## config.mk

```make
export PLATFORM = sky130hd
export DESIGN_NAME = ulsm_line_modem
export DESIGN_NICKNAME = d
export VERILOG_FILES = /design/src/shared/ulsm_pkg.sv /design/src/logic/ulsm_line_modem.sv
export SDC_FILE = /design/constraint.sdc
export NUM_CORES = 1
export LEC_CHECK = 0
export BUFFER_PORTS_ARGS = -buffer_cell sky130_fd_sc_hd__buf_2
export CAP_MARGIN = 25
export CORE_MARGIN = 3
export CORE_UTILIZATION = 43
export CTS_BUF_LIST = sky130_fd_sc_hd__clkbuf_4 sky130_fd_sc_hd__clkbuf_8
export DETAILED_ROUTE_END_ITERATION = 10
export HOLD_SLACK_MARGIN = 0.08
export SKIP_LAST_GASP = 1
export SLEW_MARGIN = 10
export SYNTH_ARGS = -nofsm -noshare
export SYNTH_HDL_FRONTEND = slang
export SYNTH_SLANG_ARGS = --single-unit
```

## constraint.sdc

```tcl
create_clock -name clk_in -period 6.4 [get_ports clk_in]
set_input_delay 0.64 -clock clk_in [delete_from_list [all_inputs] [get_ports clk_in]]
set_output_delay 0.64 -clock clk_in [all_outputs]
set_load 0.02 [all_outputs]
```

## src/shared/ulsm_pkg.sv

```systemverilog
/*
 package of the line status and modem control block: register offsets,
 field positions, reset values, identification codes, states, received character type.
 assumes nothing of its surroundings.
*/
package ulsm_pkg;
   // ------------------------------------------------------------
   // register offsets on the three-bit register select
   // ------------------------------------------------------------
   localparam logic [2:0] OFS_DATA = 3'h0;
   localparam logic [2:0] OFS_INT_ENABLE = 3'h1;
   localparam logic [2:0] OFS_INT_IDENT = 3'h2;
   localparam logic [2:0] OFS_LINE_CONTROL = 3'h3;
   localparam logic [2:0] OFS_MODEM_CONTROL = 3'h4;
   localparam logic [2:0] OFS_LINE_STATUS = 3'h5;
   localparam logic [2:0] OFS_MODEM_STATUS = 3'h6;
   // ------------------------------------------------------------
   // field positions
   // ------------------------------------------------------------
   localparam int LCR_STOP = 2;
   localparam int LCR_PEN = 3;
   localparam int LCR_EVEN = 4;
   localparam int LCR_STICK = 5;
   localparam int LCR_BRK = 6;
   localparam int LCR_DIVISOR_ACCESS_BIT = 7;
   localparam int MCR_DTR = 0;
   localparam int MCR_RTS = 1;
   localparam int MCR_UA = 2;
   localparam int MCR_UB = 3;
   localparam int MCR_LOOP = 4;
   localparam int IER_RX = 0;
   localparam int IER_TX_HOLD_EMPTY_FLAG = 1;
   localparam int IER_LS = 2;
   localparam int IER_MS = 3;
   localparam logic [2:0] WLS_BASE = 3'h4;
   // ------------------------------------------------------------
   // reset values and identification codes
   // ------------------------------------------------------------
   localparam logic [7:0] LINE_CONTROL_RST = 8'h00;
   localparam logic [4:0] MODEM_CONTROL_RST = 5'h00;
   localparam logic [3:0] INT_ENABLE_RST = 4'h0;
   localparam logic [2:0] ID_NONE = 3'h1;
   localparam logic [2:0] ID_LS = 3'h6;
   localparam logic [2:0] ID_RXD = 3'h4;
   localparam logic [2:0] ID_TX_HOLD_EMPTY_FLAG = 3'h2;
   localparam logic [2:0] ID_MS = 3'h0;
   // ------------------------------------------------------------
   // types
   // ------------------------------------------------------------
   typedef struct packed {
      logic brk;
      logic frame_err;
      logic parity_err;
      logic [7:0] data;
   } ulsm_rx_char_type;
   typedef enum logic [2:0] {TX_IDLE, TX_START, TX_DATA, TX_PAR, TX_STOP} ulsm_tx_state_type;
   typedef enum logic [2:0] {RX_IDLE, RX_START, RX_DATA, RX_PAR, RX_STOP, RX_PUSH,
      RX_WAIT_MARK} ulsm_rx_state_type;
endpackage

```

## src/logic/ulsm_line_modem.sv

```systemverilog
/*
 line status, modem control, character engines and loopback of a byte-wide
 asynchronous serial controller, with a two-entry receive buffer.
 assumes one-cycle read and write strobes synchronous to clk_in and a
 serial rate of one bit per CLKS_PER_BIT clocks.
*/
`timescale 1ns/1ns

module ulsm_pair_buf import ulsm_pkg::*; #(
   parameter int DEPTH = 2
) (
   input wire logic clk_in,
   input wire logic nrst_in,
   input wire logic in_valid_in,
   output logic in_ready_out,
   input wire ulsm_rx_char_type in_data_in,
   output logic out_valid_out,
   input wire logic out_ready_in,
   output ulsm_rx_char_type out_data_out
);
   localparam int PW = (DEPTH > 1) ? $clog2(DEPTH) : 1;
   ulsm_rx_char_type mem_r [DEPTH];
   logic [PW-1:0] wp_r, rp_r;
   logic [PW:0] cnt_r;
   wire push = in_valid_in && in_ready_out;
   wire pop = out_valid_out && out_ready_in;
   assign in_ready_out = cnt_r != (PW+1)'(DEPTH);
   assign out_valid_out = cnt_r != '0;
   assign out_data_out = mem_r[rp_r];
   genvar g;
   generate
      for (g = 0; g < DEPTH; g++) begin : g_entry
         always_ff @(posedge clk_in) begin
            if (push && wp_r == PW'(g)) mem_r[g] <= in_data_in;
         end
      end
   endgenerate
   always_ff @(posedge clk_in) begin
      if (!nrst_in) begin
         wp_r <= '0;
         rp_r <= '0;
         cnt_r <= '0;
      end else begin
         if (push) wp_r <= (wp_r == PW'(DEPTH-1)) ? '0 : wp_r + 1'b1;
         if (pop) rp_r <= (rp_r == PW'(DEPTH-1)) ? '0 : rp_r + 1'b1;
         cnt_r <= cnt_r + (PW+1)'(push) - (PW+1)'(pop);
      end
   end
endmodule // ulsm_pair_buf

module ulsm_line_modem import ulsm_pkg::*; #(
   parameter int CLKS_PER_BIT = 16
) (
   input wire logic clk_in,
   input wire logic nrst_in,
   input wire logic [2:0] addr_in,
   input wire logic rd_in,
   input wire logic wr_in,
   input wire logic [7:0] wr_data_in,
   output logic [7:0] rd_data_out,
   output logic irq_out,
   input wire logic serial_rx_pin_in,
   output logic serial_tx_pin_out,
   input wire logic clear_send_n_in,
   input wire logic set_ready_n_in,
   input wire logic ring_n_in,
   input wire logic carrier_n_in,
   output logic term_ready_n_out,
   output logic req_send_n_out,
   output logic user_output_a_n_out,
   output logic user_output_b_n_out
);
   localparam logic [15:0] BIT_END = 16'(CLKS_PER_BIT - 1);
   localparam logic [15:0] HALF_END = 16'(CLKS_PER_BIT / 2 - 1);
   // ------------------------------------------------------------
   // registers and bus decode
   // ------------------------------------------------------------
   logic [7:0] lcr_r, tx_hold_r, rx_buffer_r, rd_data_r, tx_sh_r, rx_sh_r;
   logic [4:0] mcr_r;
   logic [3:0] ier_r, ms_prev_r, delta_r;
   logic dr_r, oe_r, pe_r, fe_r, bi_r, tx_hold_empty_flag_r, tx_hold_empty_flag_irq_r, irq_r, tx_pin_r;
   logic [3:0] modem_pins_r;
   ulsm_tx_state_type tx_st_r;
   ulsm_rx_state_type rx_st_r;
   logic [15:0] tx_cnt_r, rx_cnt_r;
   logic [2:0] tx_bit_r, rx_bit_r;
   logic tx_par_r, rx_pbit_r;
   ulsm_rx_char_type rx_char_r, buf_out;
   logic buf_in_ready, buf_out_valid;

   wire divisor_access_bit = lcr_r[LCR_DIVISOR_ACCESS_BIT];
   wire loop = mcr_r[MCR_LOOP];
   wire rd_rbr = rd_in && addr_in == OFS_DATA && !divisor_access_bit;
   wire wr_thr = wr_in && addr_in == OFS_DATA && !divisor_access_bit;
   wire wr_ier = wr_in && addr_in == OFS_INT_ENABLE && !divisor_access_bit;
   wire rd_iir = rd_in && addr_in == OFS_INT_IDENT;
   wire wr_lcr = wr_in && addr_in == OFS_LINE_CONTROL;
   wire wr_mcr = wr_in && addr_in == OFS_MODEM_CONTROL;
   wire rd_lsr = rd_in && addr_in == OFS_LINE_STATUS;
   wire rd_msr = rd_in && addr_in == OFS_MODEM_STATUS;

   // word length, mask and parity
   wire [2:0] last_idx = 3'(lcr_r[1:0]) + WLS_BASE;
   wire [7:0] word_mask = 8'hFF >> (3'h3 - 3'(lcr_r[1:0]));
   function automatic logic par_bit(input logic [7:0] d, input logic [7:0] l);
      if (l[LCR_STICK]) return !l[LCR_EVEN];
      return l[LCR_EVEN] ? ^d : ~^d;
   endfunction

   // ------------------------------------------------------------
   // line status flags
   // ------------------------------------------------------------
   wire load = buf_out_valid && !rd_rbr;
   wire tx_take = tx_st_r == TX_IDLE && !tx_hold_empty_flag_r;
   wire tx_all_empty_flag = tx_hold_empty_flag_r && tx_st_r == TX_IDLE;
   wire dr_nxt = load || (dr_r && !rd_rbr);
   wire oe_nxt = (load && dr_r) || (oe_r && !rd_lsr);
   wire pe_nxt = (load && buf_out.parity_err) || (pe_r && !rd_lsr);
   wire fe_nxt = (load && buf_out.frame_err) || (fe_r && !rd_lsr);
   wire bi_nxt = (load && buf_out.brk) || (bi_r && !rd_lsr);
   wire tx_hold_empty_flag_nxt = wr_thr ? 1'b0 : (tx_take || tx_hold_empty_flag_r);
   wire [7:0] line_status = {1'b0, tx_all_empty_flag, tx_hold_empty_flag_r, bi_r, fe_r, pe_r, oe_r, dr_r};

   // ------------------------------------------------------------
   // modem status and interrupt identification
   // ------------------------------------------------------------
   wire [3:0] ms_now = loop ? {mcr_r[MCR_UB], mcr_r[MCR_UA], mcr_r[MCR_DTR], mcr_r[MCR_RTS]}
      : ~{carrier_n_in, ring_n_in, set_ready_n_in, clear_send_n_in};
   wire [3:0] ms_chg = {ms_now[3] ^ ms_prev_r[3], ms_prev_r[2] & !ms_now[2],
      ms_now[1:0] ^ ms_prev_r[1:0]};
   wire [3:0] delta_nxt = ms_chg | (delta_r & {4{!rd_msr}});
   wire ls_pend = ier_r[IER_LS] && (oe_r || pe_r || fe_r || bi_r);
   wire rx_pend = ier_r[IER_RX] && dr_r;
   wire th_pend = ier_r[IER_TX_HOLD_EMPTY_FLAG] && tx_hold_empty_flag_irq_r;
   wire ms_pend = ier_r[IER_MS] && delta_r != 4'h0;
   wire [2:0] ident = ls_pend ? ID_LS : rx_pend ? ID_RXD : th_pend ? ID_TX_HOLD_EMPTY_FLAG
      : ms_pend ? ID_MS : ID_NONE;
   wire th_set = (tx_take && !wr_thr) || (wr_ier && wr_data_in[IER_TX_HOLD_EMPTY_FLAG] && tx_hold_empty_flag_r);
   wire th_clr = wr_thr || (rd_iir && ident == ID_TX_HOLD_EMPTY_FLAG);
   wire tx_hold_empty_flag_irq_nxt = th_set || (tx_hold_empty_flag_irq_r && !th_clr);

   wire [7:0] rd_mux =
      (addr_in == OFS_DATA) ? (divisor_access_bit ? 8'h00 : rx_buffer_r) :
      (addr_in == OFS_INT_ENABLE) ? (divisor_access_bit ? 8'h00 : {4'h0, ier_r}) :
      (addr_in == OFS_INT_IDENT) ? {5'h00, ident} :
      (addr_in == OFS_LINE_CONTROL) ? lcr_r :
      (addr_in == OFS_MODEM_CONTROL) ? {3'h0, mcr_r} :
      (addr_in == OFS_LINE_STATUS) ? line_status :
      (addr_in == OFS_MODEM_STATUS) ? {ms_now, delta_r} : 8'h00;

   // ------------------------------------------------------------
   // serial lines
   // ------------------------------------------------------------
   wire tx_bit_val = (tx_st_r == TX_START) ? 1'b0 : (tx_st_r == TX_DATA) ? tx_sh_r[tx_bit_r]
      : (tx_st_r == TX_PAR) ? tx_par_r : 1'b1;
   wire tx_line = lcr_r[LCR_BRK] ? 1'b0 : tx_bit_val;
   wire rx_line = loop ? tx_line : serial_rx_pin_in;
   wire tx_end = tx_cnt_r == BIT_END;
   wire rx_end = rx_cnt_r == BIT_END;
   wire [7:0] rx_mask = rx_sh_r & word_mask;

   always_ff @(posedge clk_in) begin
      if (!nrst_in) begin
         lcr_r <= LINE_CONTROL_RST;
         mcr_r <= MODEM_CONTROL_RST;
         ier_r <= INT_ENABLE_RST;
         {dr_r, oe_r, pe_r, fe_r, bi_r} <= 5'h00;
         tx_hold_empty_flag_r <= 1'b1;
         tx_hold_empty_flag_irq_r <= 1'b0;
         ms_prev_r <= 4'h0;
         delta_r <= 4'h0;
         irq_r <= 1'b0;
         rd_data_r <= 8'h00;
         tx_hold_r <= 8'h00;
         rx_buffer_r <= 8'h00;
      end else begin
         if (wr_lcr) lcr_r <= wr_data_in;
         if (wr_mcr) mcr_r <= wr_data_in[4:0];
         if (wr_ier) ier_r <= wr_data_in[3:0];
         if (wr_thr) tx_hold_r <= wr_data_in;
         if (load) rx_buffer_r <= buf_out.data;
         {dr_r, oe_r, pe_r, fe_r, bi_r} <= {dr_nxt, oe_nxt, pe_nxt, fe_nxt, bi_nxt};
         tx_hold_empty_flag_r <= tx_hold_empty_flag_nxt;
         tx_hold_empty_flag_irq_r <= tx_hold_empty_flag_irq_nxt;
         ms_prev_r <= ms_now;
         delta_r <= delta_nxt;
         irq_r <= ls_pend || rx_pend || th_pend || ms_pend;
         if (rd_in) rd_data_r <= rd_mux;
      end
   end

   // pins come straight from flops; loopback forces them inactive
   always_ff @(posedge clk_in) begin
      if (!nrst_in) begin
         modem_pins_r <= 4'hF;
         tx_pin_r <= 1'b1;
      end else begin
         modem_pins_r <= loop ? 4'hF : ~mcr_r[3:0];
         tx_pin_r <= loop ? 1'b1 : tx_line;
      end
   end

   // ------------------------------------------------------------
   // transmit engine
   // ------------------------------------------------------------
   always_ff @(posedge clk_in) begin
      if (!nrst_in) begin
         tx_st_r <= TX_IDLE;
         tx_cnt_r <= '0;
         tx_bit_r <= '0;
         tx_sh_r <= 8'h00;
         tx_par_r <= 1'b0;
      end else begin
         tx_cnt_r <= (tx_st_r == TX_IDLE || tx_end) ? '0 : tx_cnt_r + 16'h1;
         unique case (tx_st_r)
            TX_IDLE: if (tx_take) begin
               tx_sh_r <= tx_hold_r & word_mask;
               tx_par_r <= par_bit(tx_hold_r & word_mask, lcr_r);
               tx_st_r <= TX_START;
            end
            TX_START: if (tx_end) begin
               tx_bit_r <= '0;
               tx_st_r <= TX_DATA;
            end
            TX_DATA: if (tx_end) begin
               tx_bit_r <= tx_bit_r + 3'h1;
               if (tx_bit_r == last_idx) begin
                  tx_bit_r <= '0;
                  tx_st_r <= lcr_r[LCR_PEN] ? TX_PAR : TX_STOP;
               end
            end
            TX_PAR: if (tx_end) tx_st_r <= TX_STOP;
            TX_STOP: if (tx_end) begin
               tx_bit_r <= tx_bit_r + 3'h1;
               if (tx_bit_r != 3'(lcr_r[LCR_STOP])) tx_st_r <= TX_STOP;
               else tx_st_r <= TX_IDLE;
            end
         endcase
      end
   end

   // ------------------------------------------------------------
   // receive engine and two-entry buffer
   // ------------------------------------------------------------
   always_ff @(posedge clk_in) begin
      if (!nrst_in) begin
         rx_st_r <= RX_IDLE;
         rx_cnt_r <= '0;
         rx_bit_r <= '0;
         rx_sh_r <= 8'h00;
         rx_pbit_r <= 1'b0;
         rx_char_r <= '0;
      end else begin
         rx_cnt_r <= (rx_st_r == RX_IDLE || rx_end) ? '0 : rx_cnt_r + 16'h1;
         unique case (rx_st_r)
            RX_IDLE: if (!rx_line) begin
               rx_sh_r <= 8'h00;
               rx_pbit_r <= 1'b0;
               rx_st_r <= RX_START;
            end
            RX_START: if (rx_cnt_r == HALF_END) begin
               rx_cnt_r <= '0;
               rx_bit_r <= '0;
               rx_st_r <= rx_line ? RX_IDLE : RX_DATA;
            end
            RX_DATA: if (rx_end) begin
               rx_sh_r[rx_bit_r] <= rx_line;
               rx_bit_r <= rx_bit_r + 3'h1;
               if (rx_bit_r == last_idx) rx_st_r <= lcr_r[LCR_PEN] ? RX_PAR : RX_STOP;
            end
            RX_PAR: if (rx_end) begin
               rx_pbit_r <= rx_line;
               rx_st_r <= RX_STOP;
            end
            RX_STOP: if (rx_end) begin
               rx_char_r.data <= rx_mask;
               rx_char_r.frame_err <= !rx_line;
               rx_char_r.parity_err <= lcr_r[LCR_PEN]
                  && rx_pbit_r != par_bit(rx_mask, lcr_r);
               rx_char_r.brk <= !rx_line && rx_mask == 8'h00 && !rx_pbit_r;
               rx_st_r <= RX_PUSH;
            end
            RX_PUSH: if (buf_in_ready) rx_st_r <= rx_char_r.frame_err ? RX_WAIT_MARK : RX_IDLE;
            RX_WAIT_MARK: if (rx_line) rx_st_r <= RX_IDLE;
            default: rx_st_r <= RX_IDLE;
         endcase
      end
   end

   ulsm_pair_buf #(.DEPTH(2)) u_rx_buf (
      .clk_in(clk_in),
      .nrst_in(nrst_in),
      .in_valid_in(rx_st_r == RX_PUSH),
      .in_ready_out(buf_in_ready),
      .in_data_in(rx_char_r),
      .out_valid_out(buf_out_valid),
      .out_ready_in(!rd_rbr),
      .out_data_out(buf_out)
   );

   assign rd_data_out = rd_data_r;
   assign irq_out = irq_r;
   assign serial_tx_pin_out = tx_pin_r;
   assign {user_output_b_n_out, user_output_a_n_out, req_send_n_out, term_ready_n_out}
      = modem_pins_r;
endmodule // ulsm_line_modem

```

==> results of run 1 <==
==> per-layer routing <==
| layer | vias to the layer above | global-route usage |
|---|---|---|
| met5 | - | 0 |
| met2 | 80 | 0.282 |
| li1 | 2969 | - |
| met4 | 0 | 0.0527 |
| met1 | 2703 | 0.250 |
| met3 | 14 | 0.0401 |
==> cells in the mapped netlist (all sizes together) (2+ instances only) <==
| library cell | n |
|---|---|
| dfxtp | 140 |
| nand2 | 107 |
| nor2 | 104 |
| a21oi | 67 |
| clkbuf | 39 |
| o21ai | 33 |
| xnor2 | 33 |
| nand3 | 32 |
| inv | 24 |
| mux2i | 24 |
| edfxtp | 22 |
| xor2 | 18 |
| and3 | 16 |
| a211oi | 14 |
| and2 | 12 |
| nand2b | 12 |
| nand4 | 12 |
| ha | 10 |
| nor2b | 10 |
| a31oi | 9 |
| nor3 | 9 |
| nor4 | 8 |
| a221oi | 7 |
| buf | 7 |
| a22oi | 6 |
| o211ai | 6 |
| o22ai | 6 |
| mux2 | 5 |
| a31o | 4 |
| nor3b | 4 |
| o41ai | 4 |
| or4 | 4 |
| a21o | 3 |
| and4 | 3 |
| nor4b | 3 |
| nand3b | 2 |
| o21bai | 2 |
| o221a | 2 |
| or3 | 2 |
==> final timing paths <==
| kind | end | slack, ns | depth (start not counted) | from |
|---|---|---|---|---|
| hold / removal | modem_pins_r[1] | 0.39 | 1 | mcr_r[1] |
| hold reg to reg | modem_pins_r[1] | 0.39 | 1 | mcr_r[1] |
| setup reg to reg | rx_sh_r[0] | 3.90 | 6 | tx_st_r[1] |
| setup / recovery | rx_sh_r[0] | 3.90 | 6 | tx_st_r[1] |
==> worst register-to-register path, cell delays in order (launching register included) <==
cell      delay [ns]
dfxtp_1         0.55
or3b_2          0.50
a221oi_2        0.31
a221oi_4        0.20
o41ai_4         0.51
a211oi_1        0.10
a31o_2          0.23
==> power groups by stage <==
| stage | logic (W) | clock network, W | registers (W) |
|---|---|---|---|
| after floorplan | 0.000377 | 0 | 0.00117 |
| after global placement | 0.000437 | 0 | 0.00122 |
| after detailed placement | 0.000441 | 0 | 0.00122 |
| after CTS | 0.000443 | 0.000781 | 0.00119 |
| after global routing | 0.000498 | 0.000827 | 0.00120 |
| final | 0.000441 | 0.000756 | 0.00119 |
==> final cells by class <==
type,instances,area [um2]
flip-flops and latches,162,3460
repair buffers,37,195
fillers,1621,8630
well taps,220,275
clock buffers,27,334
multi-input cells,607,3640
clock inverters,4,72.6
inverters,24,90.1
==> cell families (layout without fill, tap and decap cells) <==
logic type,count (synthesis),count (layout),synth area share
and+or+nand+nor,341,341,0.222
AOI/OAI and AO/OA,176,176,0.154
xor gates and xnor gates,51,51,0.0606
DFF,162,162,0.470
adders and majority gates,10,10,0.0170
buffers and inverters,70,92,0.0367
muxes,29,29,0.0402
==> stage by stage <==
step	util	cell area (um2)	std cells	hold WS [ns]
2_1_floorplan	-	7370	839	0.358
3_5_place_dp	0.458	7650	1049	0.370
6_report	0.483	8070	1081	0.385
5_1_grt	0.483	8070	1081	0.402
4_1_cts	0.483	8060	1080	0.388
3_3_place_gp	0.458	7650	1049	0.364
==> flip-flops by register name, indices dropped and copies added (netlist names), 4 cells and up, named ones only <==
register	flops
rx_buffer_r	8
ier_r	4
delta_r	4
tx_cnt_r	16
lcr_r	8
u_rx_buf.mem_r	22
rx_sh_r	8
rx_char_r	11
modem_pins_r	4
rx_cnt_r	16
mcr_r	5
rd_data_out	8
tx_sh_r	8
tx_hold_r	8
ms_prev_r	4
==> cell usage in the layout (no fill, tap or decap), types with 9 or more instances in the layout <==
cell type | Yosys | layout
dfxtp_1 | 140 | 140
nand2_1 | 107 | 107
nor2_1 | 102 | 102
a21oi_1 | 67 | 67
o21ai_0 | 33 | 33
xnor2_1 | 33 | 33
buf_2 | 5 | 33
nand3_1 | 32 | 32
mux2i_1 | 24 | 24
inv_1 | 23 | 23
edfxtp_1 | 22 | 22
clkbuf_8 | 0 | 21
xor2_1 | 18 | 18
and3_1 | 16 | 16
a211oi_1 | 14 | 14
nand2b_1 | 12 | 12
nand4_1 | 12 | 12
and2_1 | 11 | 11
nor2b_1 | 10 | 10
ha_1 | 10 | 10
nor3_1 | 9 | 9
a31oi_1 | 9 | 9
==> impl_metrics.csv, run 1 <==
group,metric,value,unit
worst_setup_path,path_cells,"or3b_2 > a221oi_2 > a221oi_4 > o41ai_4 > a211oi_1 > a31o_2",
sta,period_share,0.391,
placement,place_hpwl,11600,um
cells_and_area,fin_nets,879,
sta,worstMarginPinSlew,0.903,ns
placement,io_buffers,33,
cells_and_area,drive_gt1_frac,0.106,
synth,ys.warnings.count,0,
drt,maxUsedRoutingLayer,"met4",
sta,finalHoldViolations,0,
worst_setup_path,endpoint_kind,"flip-flop",
hold_path,min_path_type,"reg -> reg",
synth,ys_seq_area_frac,0.470,
synth,synth-main-ff-cell,"dfxtp_1",
drt,wl,16500,um
floorplanning,coreArea,0.0167,mm2
sta,finClkSkew,0.0105,ns
grt,grt_max_degree,79,
floorplanning,start_util,0.441,
worst_setup_path,crit_required,6.74,ns
placement,dpl_worst_slack,3.52,ns
sta,setup_ws,3.90,ns
power,pwr-share-comb,0.185,
clock_tree,numCtsBuffers,17,
worst_setup_path,cp-start-kind,"flip-flop",
grt,grt_pass1_wl,26500,um
synth,yosys.area.top_type,"dfxtp_1",
outcome,outcome,"finished, final reports clean",
sta,max_freq,400,MHz
clock_tree,clockBufferDepth,2,
power,clockPowerShare,0.316,
synth,yosysUniqueCellTypes,64,
floorplanning,die-area,0.0187,mm2
power,ir_worst_vdd,167,uV
drt,firstDrtPassIters,5,
power,leakage,2.84,nW
floorplanning,die_x,137,um
clock_tree,cts_tree,"yes",
synth,synth.net_count,869,
clock_tree,cts-resized-gates,0,
clock_tree,clock_latency,0.44,ns
power,internal_power,0.00170,W
synth,synth_seq_cells,162,
synth,syn_inst,839,
sta,rsz0062_at_grt,"no",
grt,grt_pass1_vias,5134,
drt,drt-met1-wl,8210,um
drt,wl_met3,559,um
worst_setup_path,critPathSlowestCell,"dfxtp_1",
worst_setup_path,worstPathArrival,2.85,ns
clock_tree,htree_num_levels,4,
clock_tree,clk_pin_slew,0.08,ns
cells_and_area,num_antenna_cells,0,
grt,grt_overflow,0,
synth,synth_edf_count,22,
power,power.density,296,mW/mm2
floorplanning,num_io_pins,34,
worst_setup_path,max_stage_delay,0.55,ns
grt,antenna_found_initial,0,
drt,routedWlPerCell,15.3,um
clock_tree,clkSinkCount,162,
power,power,0.00239,W
clock_tree,cts-hold-fix-buffers,0,
synth,syn_area,0.00737,mm2
power,p_sw_frac,0.290,
worst_setup_path,path_buf_inv,0,
sta,fin_tns_setup,0,ns
worst_setup_path,crit_family,"compound AO/OA/AOI/OAI gates",
drt,vias,5766,
sta,slew_viol_final,0,
worst_setup_path,cp_max_fo,13,
floorplanning,die_h,137,um
clock_tree,root_buffer,"clkbuf_8",
job,maxCapViolCount,0,
synth,synth_top_area_share,0.380,
drt,route.met2.wl,7550,um
drt,detail_route.iter0.violations,430,
placement,place_congestion,0.878,
sta,min_period,2.50,ns
sta,setup_viol,0,
drt,viasPerCell,5.33,
grt,track_usage,0.180,
synth,synth_area_leaders,"dfxtp_1 (38%), edfxtp_1 (9.0%), nand2_1 (5.4%)",
sta,maxSlewHeadroom,0.393,
floorplanning,num_rows,47,
drt,ant_nets,0,
synth,async_flop_share,0,
synth,avgSynthCellArea,8.79,um2
power,p_seq_frac,0.499,
cells_and_area,synthToLayoutAreaGrowth,9.46,%
worst_setup_path,critPathKind,"reg -> reg",
drt,drc,0,
power,p_switching,0.000695,W
clock_tree,cts_setup_buffers,0,
Note: power is estimated with default switching activity, not from simulation.
==> inputs of run 2 (changes only) <==
==> constraint.sdc (replaced) <==
create_clock -name clk_in -period 2.2 [get_ports clk_in]
set_input_delay 0.22 -clock clk_in [delete_from_list [all_inputs] [get_ports clk_in]]
set_output_delay 0.22 -clock clk_in [all_outputs]
set_load 0.02 [all_outputs]
==> run 2 against run 1 <==
Compared with the run above: clock power rose to 2.6 times the previous value; clock skew is 0.00057 ns higher; via count increased by 4.8%; setup slack got worse by 3.8 ns; first-iteration DRC count up 4.0%; critical path depth up 1; maximum frequency up 19%; count of clock-buffer cells in the layout shrank 9; sequential power rose to 2.8 times the previous value; non-clock buffer count is 53 higher; routed wire length up 3.8%; die area unchanged; largest cell class unchanged; highest routed layer unchanged.
==> impl_metrics.csv, run 2 (synthesized netlist as in run 1, its figures left out) <==
group,metric,value,unit
outcome,outcome,"finished, final reports clean",
hold_path,min_path_type,"in -> reg",
worst_setup_path,cp-startpoint,"tx_st_r[0]",
hold_path,hold_start,"ring_n_in",
job,maxCapViolCount,0,
cells_and_area,synthToLayoutAreaGrowth,15.1,%
drt,detail_route.iter0.violations,447,
worst_setup_path,r2r_slack,0.1,ns
worst_setup_path,crit_end,"rx_sh_r[2]",
worst_setup_path,crit_family,"compound AO/OA/AOI/OAI gates",
sta,setup_ws,0.0956,ns
sta,min_period,2.10,ns
sta,hold_ws,0.104,ns
sta,finalHoldViolations,0,
sta,finClkSkew,0.0110,ns
floorplanning,die_h,137,um
clock_tree,cts_tree,"yes",
cells_and_area,seq_area,0.00346,mm2
cells_and_area,drive_gt1_frac,0.152,
worst_setup_path,cp.depth,7,
grt,antenna_found_initial,0,
floorplanning,start_util,0.441,
placement,place_congestion,0.889,
drt,viasPerCell,5.32,
worst_setup_path,endpoint_kind,"flip-flop",
cells_and_area,stdcell_count,1135,
placement,place_area,0.00802,mm2
drt,firstDrtPassIters,5,
drt,routedWlPerCell,15.1,um
grt,grt_pass1_vias,5542,
clock_tree,clkSinkCount,162,
grt,grt_pass1_wl,28100,um
floorplanning,die-area,0.0187,mm2
sta,maxSlewHeadroom,0.610,
worst_setup_path,critPathKind,"reg -> reg",
power,leakage,3.07,nW
worst_setup_path,max_stage_delay,0.50,ns
cells_and_area,design_area,0.00848,mm2
drt,wl,17100,um
grt,grt_max_degree,34,
worst_setup_path,crit_required,2.56,ns
worst_setup_path,cp_common_cell,"a221oi_4",
floorplanning,num_io_pins,34,
worst_setup_path,worstPathArrival,2.47,ns
worst_setup_path,cp-start-kind,"flip-flop",
drt,ant_nets,0,
drt,drc,0,
power,ir_worst_vdd,576,uV
cells_and_area,fillers,1662,
floorplanning,coreArea,0.0167,mm2
clock_tree,htree_num_levels,4,
clock_tree,clk_pin_slew,0.09,ns
sta,rsz0062_at_grt,"yes",
sta,max_freq,475,MHz
sta,setup_viol,0,
clock_tree,numCtsBuffers,17,
cells_and_area,fin_nets,932,
cells_and_area,largest_reg_flops,22,
worst_setup_path,path_buf_inv,1,
cells_and_area,reg_top3,"u_rx_buf.mem_r: 22 flops, rx_cnt_r: 16 flops, tx_cnt_r: 16 flops",
floorplanning,num_rows,47,
cells_and_area,final_common_cell,"dfxtp_1",
worst_setup_path,reg2reg_depth,7,
sta,slew_viol_final,0,
cells_and_area,largest-register,"u_rx_buf.mem_r",
worst_setup_path,path_cells,"or3b_2 > a221oi_4 > a221oi_4 > o41ai_4 > buf_4 > a211oi_1 > a31o_2",
clock_tree,clockBufferDepth,2,
placement,dp_cells,1093,
floorplanning,die_x,137,um
placement,io_buffers,33,
sta,worstMarginPinSlew,0.583,ns
sta,period_share,0.957,
clock_tree,clock_latency,0.47,ns
worst_setup_path,r2r-end,"rx_sh_r[2]",
grt,track_usage,0.191,
worst_setup_path,rr_startpoint,"tx_st_r[0]",
clock_tree,root_buffer,"clkbuf_8",
placement,place_hpwl,12200,um
drt,vias,6040,
worst_setup_path,cp_max_fo,5,
power,power.density,818,mW/mm2
placement,dpl_worst_slack,0.0566,ns
worst_setup_path,critPathSlowestCell,"or3b_2",
cells_and_area,multi_input_area,0.00367,mm2
cells_and_area,final_cell_mix,"dfxtp_1 (140), nand2_1 (107), nor2_1 (102)",
power,power,0.00694,W
cells_and_area,num_antenna_cells,0,
grt,grt_overflow,0,
==> run 2: changes by cell type in the layout (fill, tap and decap cells not counted), sizes merged <==
cell	previous run	this run
buf	37	82
bufinv	2	0
clkbuf	27	18
clkinv	1	5
clkinvlp	1	3
dlygate4sd3	0	8
inv	24	30
==> run 2: cell type report <==
| type | count | share of cell area |
|---|---|---|
| inverter | 24 | 0.0106 |
| sequential | 162 | 0.408 |
| tap | 220 | 0.0325 |
| clock inverter | 14 | 0.0122 |
| clock buffer | 18 | 0.0285 |
| timing repair buffer | 90 | 0.0752 |
| multi-input combinational | 607 | 0.433 |
==> run 2: repair_timing <==
item / 4_1_cts / 5_1_grt
endpoints found under the setup margin: 0 / 12
buffers inserted: 0 / 2
hold buffers: 8 / 0
endpoints found under the hold margin: 26 / 0
resized for setup: 0 / 4
==> run 2: worst min-delay path by stage <==
stage / end / cells past startpoint / slack [ns]
floorplan: lcr_r[6] / 2 / 0.36
global placement: modem_pins_r[1] / 1 / 0.37
detailed placement: modem_pins_r[1] / 1 / 0.36
CTS: ier_r[3] / 3 / 0.09
global route: ier_r[2] / 3 / 0.11
finish: ms_prev_r[2] / 4 / 0.10
==> run 2: report_power, final <==
group,internal (W),switching (W)
clock network,0.000805,0.00116
registers,0.00321,0.000183
logic,0.000691,0.000891
total,0.00470,0.00224
==> run 2: per-stage QoR <==
stage	utilization	setup TNS, ns
detailed placement	0.480	0
floorplan	-	0
global placement	0.480	0
finish	0.508	0
CTS	0.506	0
global route	0.508	-0.0856
==> run 2: layer usage <==
metal | global-route usage | up-vias | share of wire
met4 | 0.0615 | 0 | 0.017
met2 | 0.300 | 126 | 0.47
li1 | - | 3072 | -
met1 | 0.266 | 2820 | 0.47
met3 | 0.0342 | 22 | 0.042
met5 | 0 | - | 0
==> run 2: tightest hold or removal path, cell delays in order <==
cell and delay (ns):
buf_2 0.09, inv_1 0.04, mux2i_1 0.09, nor2_1 0.09
